[config.mk]
export PLATFORM = sky130hd
export DESIGN_NAME = drive_error_handling
export DESIGN_NICKNAME = d
export VERILOG_FILES = /design/src/drive_err_pkg.sv /design/src/fault_sync.sv /design/src/emcy_sender.sv /design/src/drive_error_handling.sv
export SDC_FILE = /design/constraint.sdc
export NUM_CORES = 1
export LEC_CHECK = 0
export BUFFER_PORTS_ARGS = -buffer_cell sky130_fd_sc_hd__buf_2
export CORE_MARGIN = 10
export CORE_UTILIZATION = 35
export DETAILED_ROUTE_END_ITERATION = 10
export SLEW_MARGIN = 15
export SYNTH_ARGS = -nofsm -noshare
export SYNTH_HDL_FRONTEND = slang
export SYNTH_SLANG_ARGS = --single-unit
[constraint.sdc]
create_clock -name clk_sys -period 2.7 [get_ports clk_sys]
set_clock_uncertainty 0.05 [all_clocks]
set_input_delay 0.54 -clock clk_sys [delete_from_list [all_inputs] [get_ports clk_sys]]
set_output_delay 0.54 -clock clk_sys [all_outputs]
set_load 0.03 [all_outputs]
[src/drive_err_pkg.sv]
/*
  Constants, carrier types and the error code lookup for the drive error
  handling unit. Assumes that fault sources and the master's command path
  reach the unit as plain levels and object accesses.
*/
package drive_err_pkg;

  ////////////////////////////////////////////////////////////////////////
  localparam logic [15:0] OBJ_ERR_WORD = 16'h2320;
  localparam logic [15:0] OBJ_ERR_MASK = 16'h2321;
  localparam logic [15:0] OBJ_COM_RESP = 16'h6007;
  localparam logic [15:0] OBJ_COM_CFG = 16'h2400;
  localparam logic [15:0] OBJ_FAULT_OPT = 16'h605E;
  localparam logic [15:0] OBJ_QS_OPT = 16'h605A;
  localparam logic [7:0] SUB_MAIN = 8'h00;
  localparam logic [7:0] SUB_MON = 8'h04;

  localparam int BIT_SPEED = 0;
  localparam int BIT_TRACK = 1;
  localparam int BIT_OVER = 2;
  localparam int BIT_UNDER = 3;
  localparam int BIT_CLAMP = 4;
  localparam int BIT_THERM = 5;
  localparam int BIT_COM = 11;
  localparam int ERR_BITS = 16;

  localparam logic [15:0] CODE_SPEED = 16'h84F0;
  localparam logic [15:0] CODE_TRACK = 16'h8611;
  localparam logic [15:0] CODE_OVER = 16'h3210;
  localparam logic [15:0] CODE_UNDER = 16'h3220;
  localparam logic [15:0] CODE_CLAMP = 16'h2310;
  localparam logic [15:0] CODE_THERM = 16'h4310;
  localparam logic [15:0] CODE_OVERRUN = 16'h8110;
  localparam logic [15:0] CODE_GUARD = 16'h8130;
  localparam logic [15:0] CODE_BUSOFF = 16'h8141;
  localparam logic [15:0] CODE_PDO = 16'h8210;
  localparam logic [15:0] CODE_NONE = 16'h0000;

  localparam logic [1:0] RESP_NONE = 2'h0;
  localparam logic [1:0] RESP_FAULT = 2'h1;
  localparam logic [1:0] RESP_SOD = 2'h2;
  localparam logic [1:0] RESP_QSTOP = 2'h3;
  localparam logic [15:0] RESP_MAX = 16'h0003;

  localparam logic [1:0] RST_COM_RESP = 2'h1;
  localparam logic RST_MON_EN = 1'b1;
  localparam logic [15:0] RST_MASK = 16'h0000;
  localparam logic [15:0] FAULT_OPT_OFF = 16'h0000;
  localparam logic [15:0] RST_QS_OPT = 16'h0002;
  localparam logic [15:0] QS_HOLD_MIN = 16'h0005;

  ////////////////////////////////////////////////////////////////////////
  typedef struct packed {
    logic speed_gap_fault;
    logic tracking_gap_fault;
    logic supply_over_limit;
    logic supply_under_limit;
    logic current_setpoint_clamped;
    logic thermal_shutdown_fault;
  } diag_faults_t;

  typedef struct packed {
    logic bus_off;
    logic guard_fail;
    logic pdo_len_bad;
    logic rx_overflow;
    logic op_state_left;
  } com_faults_t;

  typedef struct packed {
    logic valid;
    logic we;
    logic [15:0] index;
    logic [7:0] sub;
    logic [15:0] wdata;
  } obj_req_t;

  typedef struct packed {
    logic ack;
    logic err;
    logic [15:0] rdata;
  } obj_rsp_t;

  typedef struct packed {
    logic brake_on;
    logic ramp_stop;
    logic stage_off;
    logic hold_zero;
    logic jobs_discard;
    logic fault_state;
    logic sod_state;
    logic qs_state;
  } act_t;

  typedef enum logic [2:0] {
    ST_RUN, ST_FAULT_STOP, ST_FAULT, ST_SOD, ST_QS_BRAKE, ST_QS_HOLD, ST_QS_OFF
  } react_state_t;

  ////////////////////////////////////////////////////////////////////////
  function automatic logic [15:0] err_code(input int idx, input logic [15:0] com_code);
    case (idx)
      BIT_SPEED: err_code = CODE_SPEED;
      BIT_TRACK: err_code = CODE_TRACK;
      BIT_OVER: err_code = CODE_OVER;
      BIT_UNDER: err_code = CODE_UNDER;
      BIT_CLAMP: err_code = CODE_CLAMP;
      BIT_THERM: err_code = CODE_THERM;
      BIT_COM: err_code = com_code;
      default: err_code = CODE_NONE;
    endcase
  endfunction

endpackage

[src/fault_sync.sv]
/*
  Three-stage synchroniser for fault pins; an output bit changes only once
  the second and third stages agree. Assumes levels from foreign domains.
*/
module fault_sync
  import drive_err_pkg::*;
#(
  parameter int WIDTH = 12
)
(
  input wire logic clk_sys,
  input wire logic arst_n,
  input wire logic clk_en,
  input wire logic [WIDTH-1:0] pins,
  output logic [WIDTH-1:0] levels
);

  generate
    if (WIDTH < 1)
    begin : g_bad
      $error("fault_sync needs WIDTH of at least 1");
    end
  endgenerate

  typedef struct packed {
    logic [WIDTH-1:0] s1;
    logic [WIDTH-1:0] s2;
    logic [WIDTH-1:0] s3;
    logic [WIDTH-1:0] lvl;
  } sync_st_t;

  sync_st_t r;
  sync_st_t n;
  logic [WIDTH-1:0] agree;

  always_comb
  begin
    n = r;
    n.s1 = pins;
    n.s2 = r.s1;
    n.s3 = r.s2;
    // Filters a one-cycle glitch that slipped past the first stage
    agree = ~(r.s2 ^ r.s3);
    n.lvl = (r.s2 & agree) | (r.lvl & ~agree);
  end

  always_ff @(posedge clk_sys or negedge arst_n)
  begin
    if (!arst_n)
      r <= '0;
    else if (clk_en)
      r <= n;
  end

  assign levels = r.lvl;

endmodule

[src/emcy_sender.sv]
/*
  Emergency message source: each newly raised error bit queues one message
  carrying its code. Assumes the consumer holds emcy_ready as a level.
*/
module emcy_sender
  import drive_err_pkg::*;
(
  input wire logic clk_sys,
  input wire logic arst_n,
  input wire logic clk_en,
  input wire logic [15:0] err_word,
  input wire logic [15:0] com_code,
  input wire logic emcy_ready,
  output logic emcy_valid,
  output logic [15:0] emcy_code
);

  typedef struct packed {
    logic [15:0] prev;
    logic [15:0] pend;
    logic valid;
    logic [15:0] code;
  } emcy_st_t;

  emcy_st_t r;
  emcy_st_t n;
  logic [15:0] take;

  always_comb
  begin
    n = r;
    take = '0;
    if (r.valid && emcy_ready)
      n.valid = 1'b0;
    if (!r.valid)
    begin
      // Lowest bit first; bit 0 outranks the rest
      for (int i = ERR_BITS - 1; i >= 0; i--)
      begin
        if (r.pend[i])
        begin
          take = '0;
          take[i] = 1'b1;
          n.code = err_code(i, com_code);
        end
      end
      n.valid = |r.pend;
    end
    // A new rise in the same cycle as the take keeps its request
    n.pend = (r.pend & ~take) | (err_word & ~r.prev);
    n.prev = err_word;
  end

  always_ff @(posedge clk_sys or negedge arst_n)
  begin
    if (!arst_n)
      r <= '0;
    else if (clk_en)
      r <= n;
  end

  assign emcy_valid = r.valid;
  assign emcy_code = r.code;
endmodule

[src/drive_error_handling.sv]
/*
  Error handling unit of a drive: builds the error word from fault sources,
  serves the related objects over the object access port, and runs the
  reaction to fieldbus faults and device errors. Assumes the motion core
  obeys the act outputs and reports standstill on motor_stopped.
*/
module drive_error_handling
  import drive_err_pkg::*;
(
  input wire logic clk_sys,
  input wire logic arst_n,
  input wire logic clk_en,
  input wire diag_faults_t diag_in,
  input wire com_faults_t com_in,
  input wire logic motor_stopped,
  input wire logic restart_cmd,
  input wire obj_req_t obj_req,
  output obj_rsp_t obj_rsp,
  input wire logic emcy_ready,
  output logic emcy_valid,
  output logic [15:0] emcy_code,
  output logic [15:0] err_word,
  output act_t act
);

  localparam int SYNC_W = $bits(diag_faults_t) + $bits(com_faults_t) + 1;

  typedef struct packed {
    react_state_t state;
    logic [15:0] err_word;
    logic [15:0] com_code;
    logic [1:0] com_resp;
    logic mon_en;
    logic [15:0] mask;
    logic [15:0] fault_opt;
    logic [15:0] qs_opt;
    logic prof_prev;
    obj_rsp_t rsp;
    act_t act;
  } st_t;

  localparam st_t ST_RST = '{
    state: ST_RUN,
    err_word: 16'h0000,
    com_code: CODE_NONE,
    com_resp: RST_COM_RESP,
    mon_en: RST_MON_EN,
    mask: RST_MASK,
    fault_opt: FAULT_OPT_OFF,
    qs_opt: RST_QS_OPT,
    prof_prev: 1'b0,
    rsp: '0,
    act: '0
  };

  function automatic logic obj_hit(input obj_req_t q, input logic [15:0] idx, input logic [7:0] sub);
    obj_hit = (q.index == idx) && (q.sub == sub);
  endfunction

  ////////////////////////////////////////////////////////////////////////
  st_t r;
  st_t n;
  logic [SYNC_W-1:0] sync_lvl;
  diag_faults_t ds;
  com_faults_t cs;
  logic stopped_s;
  logic com_err;
  logic prof_lvl;
  logic com_trig;
  logic dev_fault;

  fault_sync #(
    .WIDTH(SYNC_W)
  ) u_sync (
    .clk_sys(clk_sys),
    .arst_n(arst_n),
    .clk_en(clk_en),
    .pins({diag_in, com_in, motor_stopped}),
    .levels(sync_lvl)
  );

  assign {ds, cs, stopped_s} = sync_lvl;

  ////////////////////////////////////////////////////////////////////////
  // Fault classification
  // Only supervised buses count at all
  assign com_err = r.mon_en & (cs.pdo_len_bad | cs.rx_overflow | cs.bus_off | cs.guard_fail);
  assign prof_lvl = r.mon_en & (cs.bus_off | cs.guard_fail | cs.op_state_left);
  assign com_trig = prof_lvl & ~r.prof_prev;
  // Overvoltage and over-temperature always switch off, whatever the mask
  assign dev_fault = (|(r.err_word & r.mask)) | r.err_word[BIT_OVER] | r.err_word[BIT_THERM];

  always_comb
  begin
    n = r;
    n.rsp.ack = 1'b0;
    n.rsp.err = 1'b0;
    n.act.jobs_discard = 1'b0;

    // Error word follows the current levels; nothing latches here
    n.err_word = '0;
    n.err_word[BIT_SPEED] = ds.speed_gap_fault;
    n.err_word[BIT_TRACK] = ds.tracking_gap_fault;
    n.err_word[BIT_OVER] = ds.supply_over_limit;
    n.err_word[BIT_UNDER] = ds.supply_under_limit;
    n.err_word[BIT_CLAMP] = ds.current_setpoint_clamped;
    n.err_word[BIT_THERM] = ds.thermal_shutdown_fault;
    n.err_word[BIT_COM] = com_err;

    // Code of the most serious bus cause present
    if (cs.bus_off)
      n.com_code = CODE_BUSOFF;
    else if (cs.guard_fail)
      n.com_code = CODE_GUARD;
    else if (cs.rx_overflow)
      n.com_code = CODE_OVERRUN;
    else if (cs.pdo_len_bad)
      n.com_code = CODE_PDO;

    // Edge only: a persisting bus fault reacts once
    n.prof_prev = prof_lvl;

    //////////////////////////////////////////////////////////////////////
    // Reaction state machine
    if (dev_fault && r.state != ST_FAULT)
      n.state = ST_FAULT;
    else
    begin
      case (r.state)
        ST_RUN:
        begin
          if (com_trig)
          begin
            case (r.com_resp)
              RESP_NONE: n.state = ST_RUN;
              RESP_FAULT: n.state = (r.fault_opt != FAULT_OPT_OFF) ? ST_FAULT_STOP : ST_FAULT;
              RESP_SOD: n.state = ST_SOD;
              default:
              begin
                n.state = ST_QS_BRAKE;
                n.act.jobs_discard = 1'b1;
              end
            endcase
          end
        end
        ST_FAULT_STOP:
        begin
          if (stopped_s)
            n.state = ST_FAULT;
        end
        ST_FAULT:
        begin
          if (restart_cmd && !dev_fault && !prof_lvl)
            n.state = ST_SOD;
        end
        ST_SOD:
        begin
          if (restart_cmd && !prof_lvl)
            n.state = ST_RUN;
        end
        ST_QS_BRAKE:
        begin
          if (stopped_s)
            n.state = (r.qs_opt >= QS_HOLD_MIN) ? ST_QS_HOLD : ST_QS_OFF;
        end
        ST_QS_HOLD, ST_QS_OFF:
        begin
          if (restart_cmd)
            n.state = ST_SOD;
        end
        default: n.state = ST_FAULT;
      endcase
    end

    // Outputs follow the state about to be entered
    // Coasting states never ramp; the brake closes once the stage is off
    n.act.ramp_stop = (n.state == ST_FAULT_STOP) || (n.state == ST_QS_BRAKE);
    n.act.stage_off = (n.state == ST_FAULT) || (n.state == ST_SOD) || (n.state == ST_QS_OFF);
    n.act.brake_on = n.act.stage_off;
    n.act.hold_zero = (n.state == ST_QS_HOLD);
    n.act.fault_state = (n.state == ST_FAULT_STOP) || (n.state == ST_FAULT);
    n.act.sod_state = (n.state == ST_SOD);
    n.act.qs_state = (n.state == ST_QS_BRAKE) || (n.state == ST_QS_HOLD) || (n.state == ST_QS_OFF);

    //////////////////////////////////////////////////////////////////////
    // Object access; every request gets one ack the next cycle
    if (obj_req.valid)
    begin
      n.rsp.ack = 1'b1;
      n.rsp.rdata = '0;
      if (obj_hit(obj_req, OBJ_ERR_WORD, SUB_MAIN))
      begin
        if (obj_req.we)
          n.rsp.err = 1'b1;
        else
          n.rsp.rdata = r.err_word;
      end
      else if (obj_hit(obj_req, OBJ_ERR_MASK, SUB_MAIN))
      begin
        if (obj_req.we)
          n.mask = obj_req.wdata;
        else
          n.rsp.rdata = r.mask;
      end
      else if (obj_hit(obj_req, OBJ_COM_RESP, SUB_MAIN))
      begin
        if (obj_req.we && obj_req.wdata > RESP_MAX)
          n.rsp.err = 1'b1;
        else if (obj_req.we)
          n.com_resp = obj_req.wdata[1:0];
        else
          n.rsp.rdata = {14'h0000, r.com_resp};
      end
      else if (obj_hit(obj_req, OBJ_COM_CFG, SUB_MON))
      begin
        if (obj_req.we)
          n.mon_en = obj_req.wdata[0];
        else
          n.rsp.rdata = {15'h0000, r.mon_en};
      end
      else if (obj_hit(obj_req, OBJ_FAULT_OPT, SUB_MAIN))
      begin
        if (obj_req.we)
          n.fault_opt = obj_req.wdata;
        else
          n.rsp.rdata = r.fault_opt;
      end
      else if (obj_hit(obj_req, OBJ_QS_OPT, SUB_MAIN))
      begin
        if (obj_req.we)
          n.qs_opt = obj_req.wdata;
        else
          n.rsp.rdata = r.qs_opt;
      end
      else
        n.rsp.err = 1'b1;
    end
  end

  always_ff @(posedge clk_sys or negedge arst_n)
  begin
    if (!arst_n)
      r <= ST_RST;
    else if (clk_en)
      r <= n;
  end

  ////////////////////////////////////////////////////////////////////////
  emcy_sender u_emcy (
    .clk_sys(clk_sys),
    .arst_n(arst_n),
    .clk_en(clk_en),
    .err_word(r.err_word),
    .com_code(r.com_code),
    .emcy_ready(emcy_ready),
    .emcy_valid(emcy_valid),
    .emcy_code(emcy_code)
  );

  assign obj_rsp = r.rsp;
  assign err_word = r.err_word;
  assign act = r.act;
endmodule

==> results.yml <==
placement:
  placedCellCount: 1134
  gp_congestion: 0.850
  numPortBuffers: 104
  place_hpwl_um: 14900
  post-place-ws_ps: -134
timing:
  max_freq_mhz: 416
  setup_ws_ps: 298
  post-route-min-period_ps: 2400
  fin_crit_sh_pct: 89.0
  hold_violations: 0
  hold_ws_ps: 9.16
  slew_violations: 0
  fin_tns_setup_ps: 0
  rsz0062_at_grt: "false"
  slew_headroom_pct: 36.7
  worst_slew_pin_slew_ps: 937
  setup_viol: 0
power_and_ir_drop:
  p_per_area_nw_per_um2: 761
  total_power_mw: 7.30
  power_leakage_nw: 4.51
  irDropWorstVdd_v: 0.000304
yosys:
  synthCells: 759
  yosys.area.top_type: "dfrtp_1"
  yosysWarningCount: 0
  synth_common_cells: "174 x dfrtp_1, 88 x mux2_2, 80 x nand2_1"
  ys_seq_area_share_pct: 53.3
  synth_compound_area_share_pct: 11.9
  synth_area_leaders: "dfrtp_1 52%, mux2_2 12%, buf_4 5.2%"
  async_reset_ff_share_pct: 100
  synth_cell_types: 61
  synth_ff_type: "dfrtp_1"
  synth_xor_xnor_area_share_pct: 0.105
  synth_top_area_share_pct: 52.3
  synthesis.area_um2: 8320
  synth_top_family_by_area: "multiplexers"
  synth_edf_count: 0
  synth.most_common_cell: "dfrtp_1"
  yosys.area_share.adder_pct: 0
  yosys.area_share.simple_pct: 11.9
  synth.avg_cell_area_um2: 11.0
  synth-seq-cells: 177
  synth_mux_area_share_pct: 14.6
cts:
  cts_tree: "yes"
  cts-root-buf: "clkbuf_16"
  clk_path_buf_depth: 2
  numCtsBuffers: 17
  cts.sinks: 177
  h-tree-depth: 4
  cts_hold_buf: 0
  post_cts_buffers: 0
  clk_pin_slew_ps: 70
  cts_resized: 0
  clkLatencyLatePin_ps: 430
setup_path:
  cp_cell_sequence: "buf_2 -> or4_4 -> or3_4 -> or3_4 -> buf_4 -> nand3_1 -> or3_1 -> mux2_2"
  critical_path_class: "in2reg"
  worstPathArrival_ps: 2660
  crit_buf_inv: 2
  worstSetupEndpointType: "register"
  required_ps: 2960
  critPathSlowestCell: "or4_4"
  critPathMaxStageDelay_ps: 530
  worstPathMaxFanout: 12
  cp_common_cell: "or3_4"
  startpoint_type: "input pin"
  path_delay_family: "simple AND/OR/NAND/NOR gates"
finish:
  diodes: 0
  fin_nets: 893
  area.growth.synth_to_final_pct: 15.4
  drive_above_1_share_pct: 33.2
  fin_cells: 1166
run_status:
  outcome: "completed"
detailed_routing:
  wl_um: 20400
  postRouteAntennaNets: 0
  via_per_inst: 4.99
  wl_per_cell_um: 17.5
  drc: 0
  dr.pass1.iters: 7
  num_vias: 5813
  drt_first_iter_violations: 411
floorplan:
  start_util_pct: 35.5
  core.rowCount: 56
  coreArea_um2: 23400
  dieArea_um2: 30300
  fp.dieH_um: 174
  die_width_um: 174
  num_io_pins: 118
global_routing:
  grt_pass1_vias: 5918
  antenna_found_initial: 2
  grt_max_degree: 57
  overflow: 0
  grt_first_pass_wirelength_um: 32900
  grt_usage_pct: 13.5
job:
  maxCapViolations: 0
min_path:
  hold_path.class: "in2async"
-- routing by layer --
| layer | GRT usage, % | share of wire (%) | up-vias |
|---|---|---|---|
| met5 | 0 | 0.034 | - |
| met1 | 18.6 | 49 | 2869 |
| met4 | 4.31 | 1.3 | 2 |
| li1 | - | - | 2777 |
| met3 | 3.68 | 5.2 | 21 |
| met2 | 20.1 | 44 | 144 |
-- worst register-to-register path: stages (launching register included) --
cell and delay, ps:
dfrtp_1 510, nor4_1 640, a22o_1 250, a222oi_1 100
and4_1 290, xnor2_1 150, a41o_1 230
-- final cells by class --
class	count	area [um^2]
fillers	2332	13800
flip-flops and latches	177	4430
multi-input cells	477	3270
repair buffers	134	817
clock buffers	18	439
well taps	319	399
clock inverters	14	144
inverters	27	101
-- per-stage QoR --
step                      util, %  instance area, um^2
after global placement       38.5                 9020
after detailed placement     38.5                 9020
final                        41.0                 9600
after CTS                    41.0                 9600
after floorplan                 -                 8380
after global routing         41.0                 9600
-- flip-flops by register name (all words and copies together), names as in the netlist, named ones only --
signal and cells:
r 61, u_sync.n 24, u_emcy.r 23, obj_rsp 18
u_emcy.emcy_code 12, u_sync.r 12, act 7, err_word 7
u_emcy.emcy_valid 1
-- where the power goes --
| part | switching (mW) | total, mW | leakage, nW | internal, mW |
|---|---|---|---|---|
| Combinational | 0.989 | 1.54 | 1.97 | 0.547 |
| Sequential | 0.333 | 3.37 | 2.25 | 3.03 |
| Clock | 1.15 | 2.40 | 0.285 | 1.25 |
-- path summary, 6_finish.rpt --
check / from / to / cells past startpoint / slack (ps)
setup / recovery: obj_req[35] / r[77] / 8 / 300
hold / removal: arst_n / u_sync.n[32] / 1 / 9
setup reg to reg: r[112] / act[6] / 6 / 380
hold reg to reg: u_emcy.r[38] / u_emcy.r[22] / 1 / 410
max in group asynchronous: arst_n / r[76] / 2 / 1830
min in group clk_sys: com_in[0] / u_sync.n[25] / 2 / 280
-- cells in the final DEF, fill, tap and decap left out, drive strengths merged, types with 9 or more instances in the layout --
cell	count
nand3	9
nand4	9
inv	31
buf	134
clkbuf	18
nor3	11
clkinv	9
a22oi	13
o21ai	79
nor2	34
nand2	80
conb	13
a21oi	27
dfrtp	174
mux2	98
nor4	16
-- logic make-up (layout without fill, tap and decap cells) --
logic type | Yosys count | in the layout
mux | 105 | 105
other cells | 1 | 13
xor+xnor | 1 | 1
buf+inv | 117 | 193
compound gates | 164 | 164
simple gates | 194 | 194
flops | 177 | 177
(Power assumes the default switching activity.)
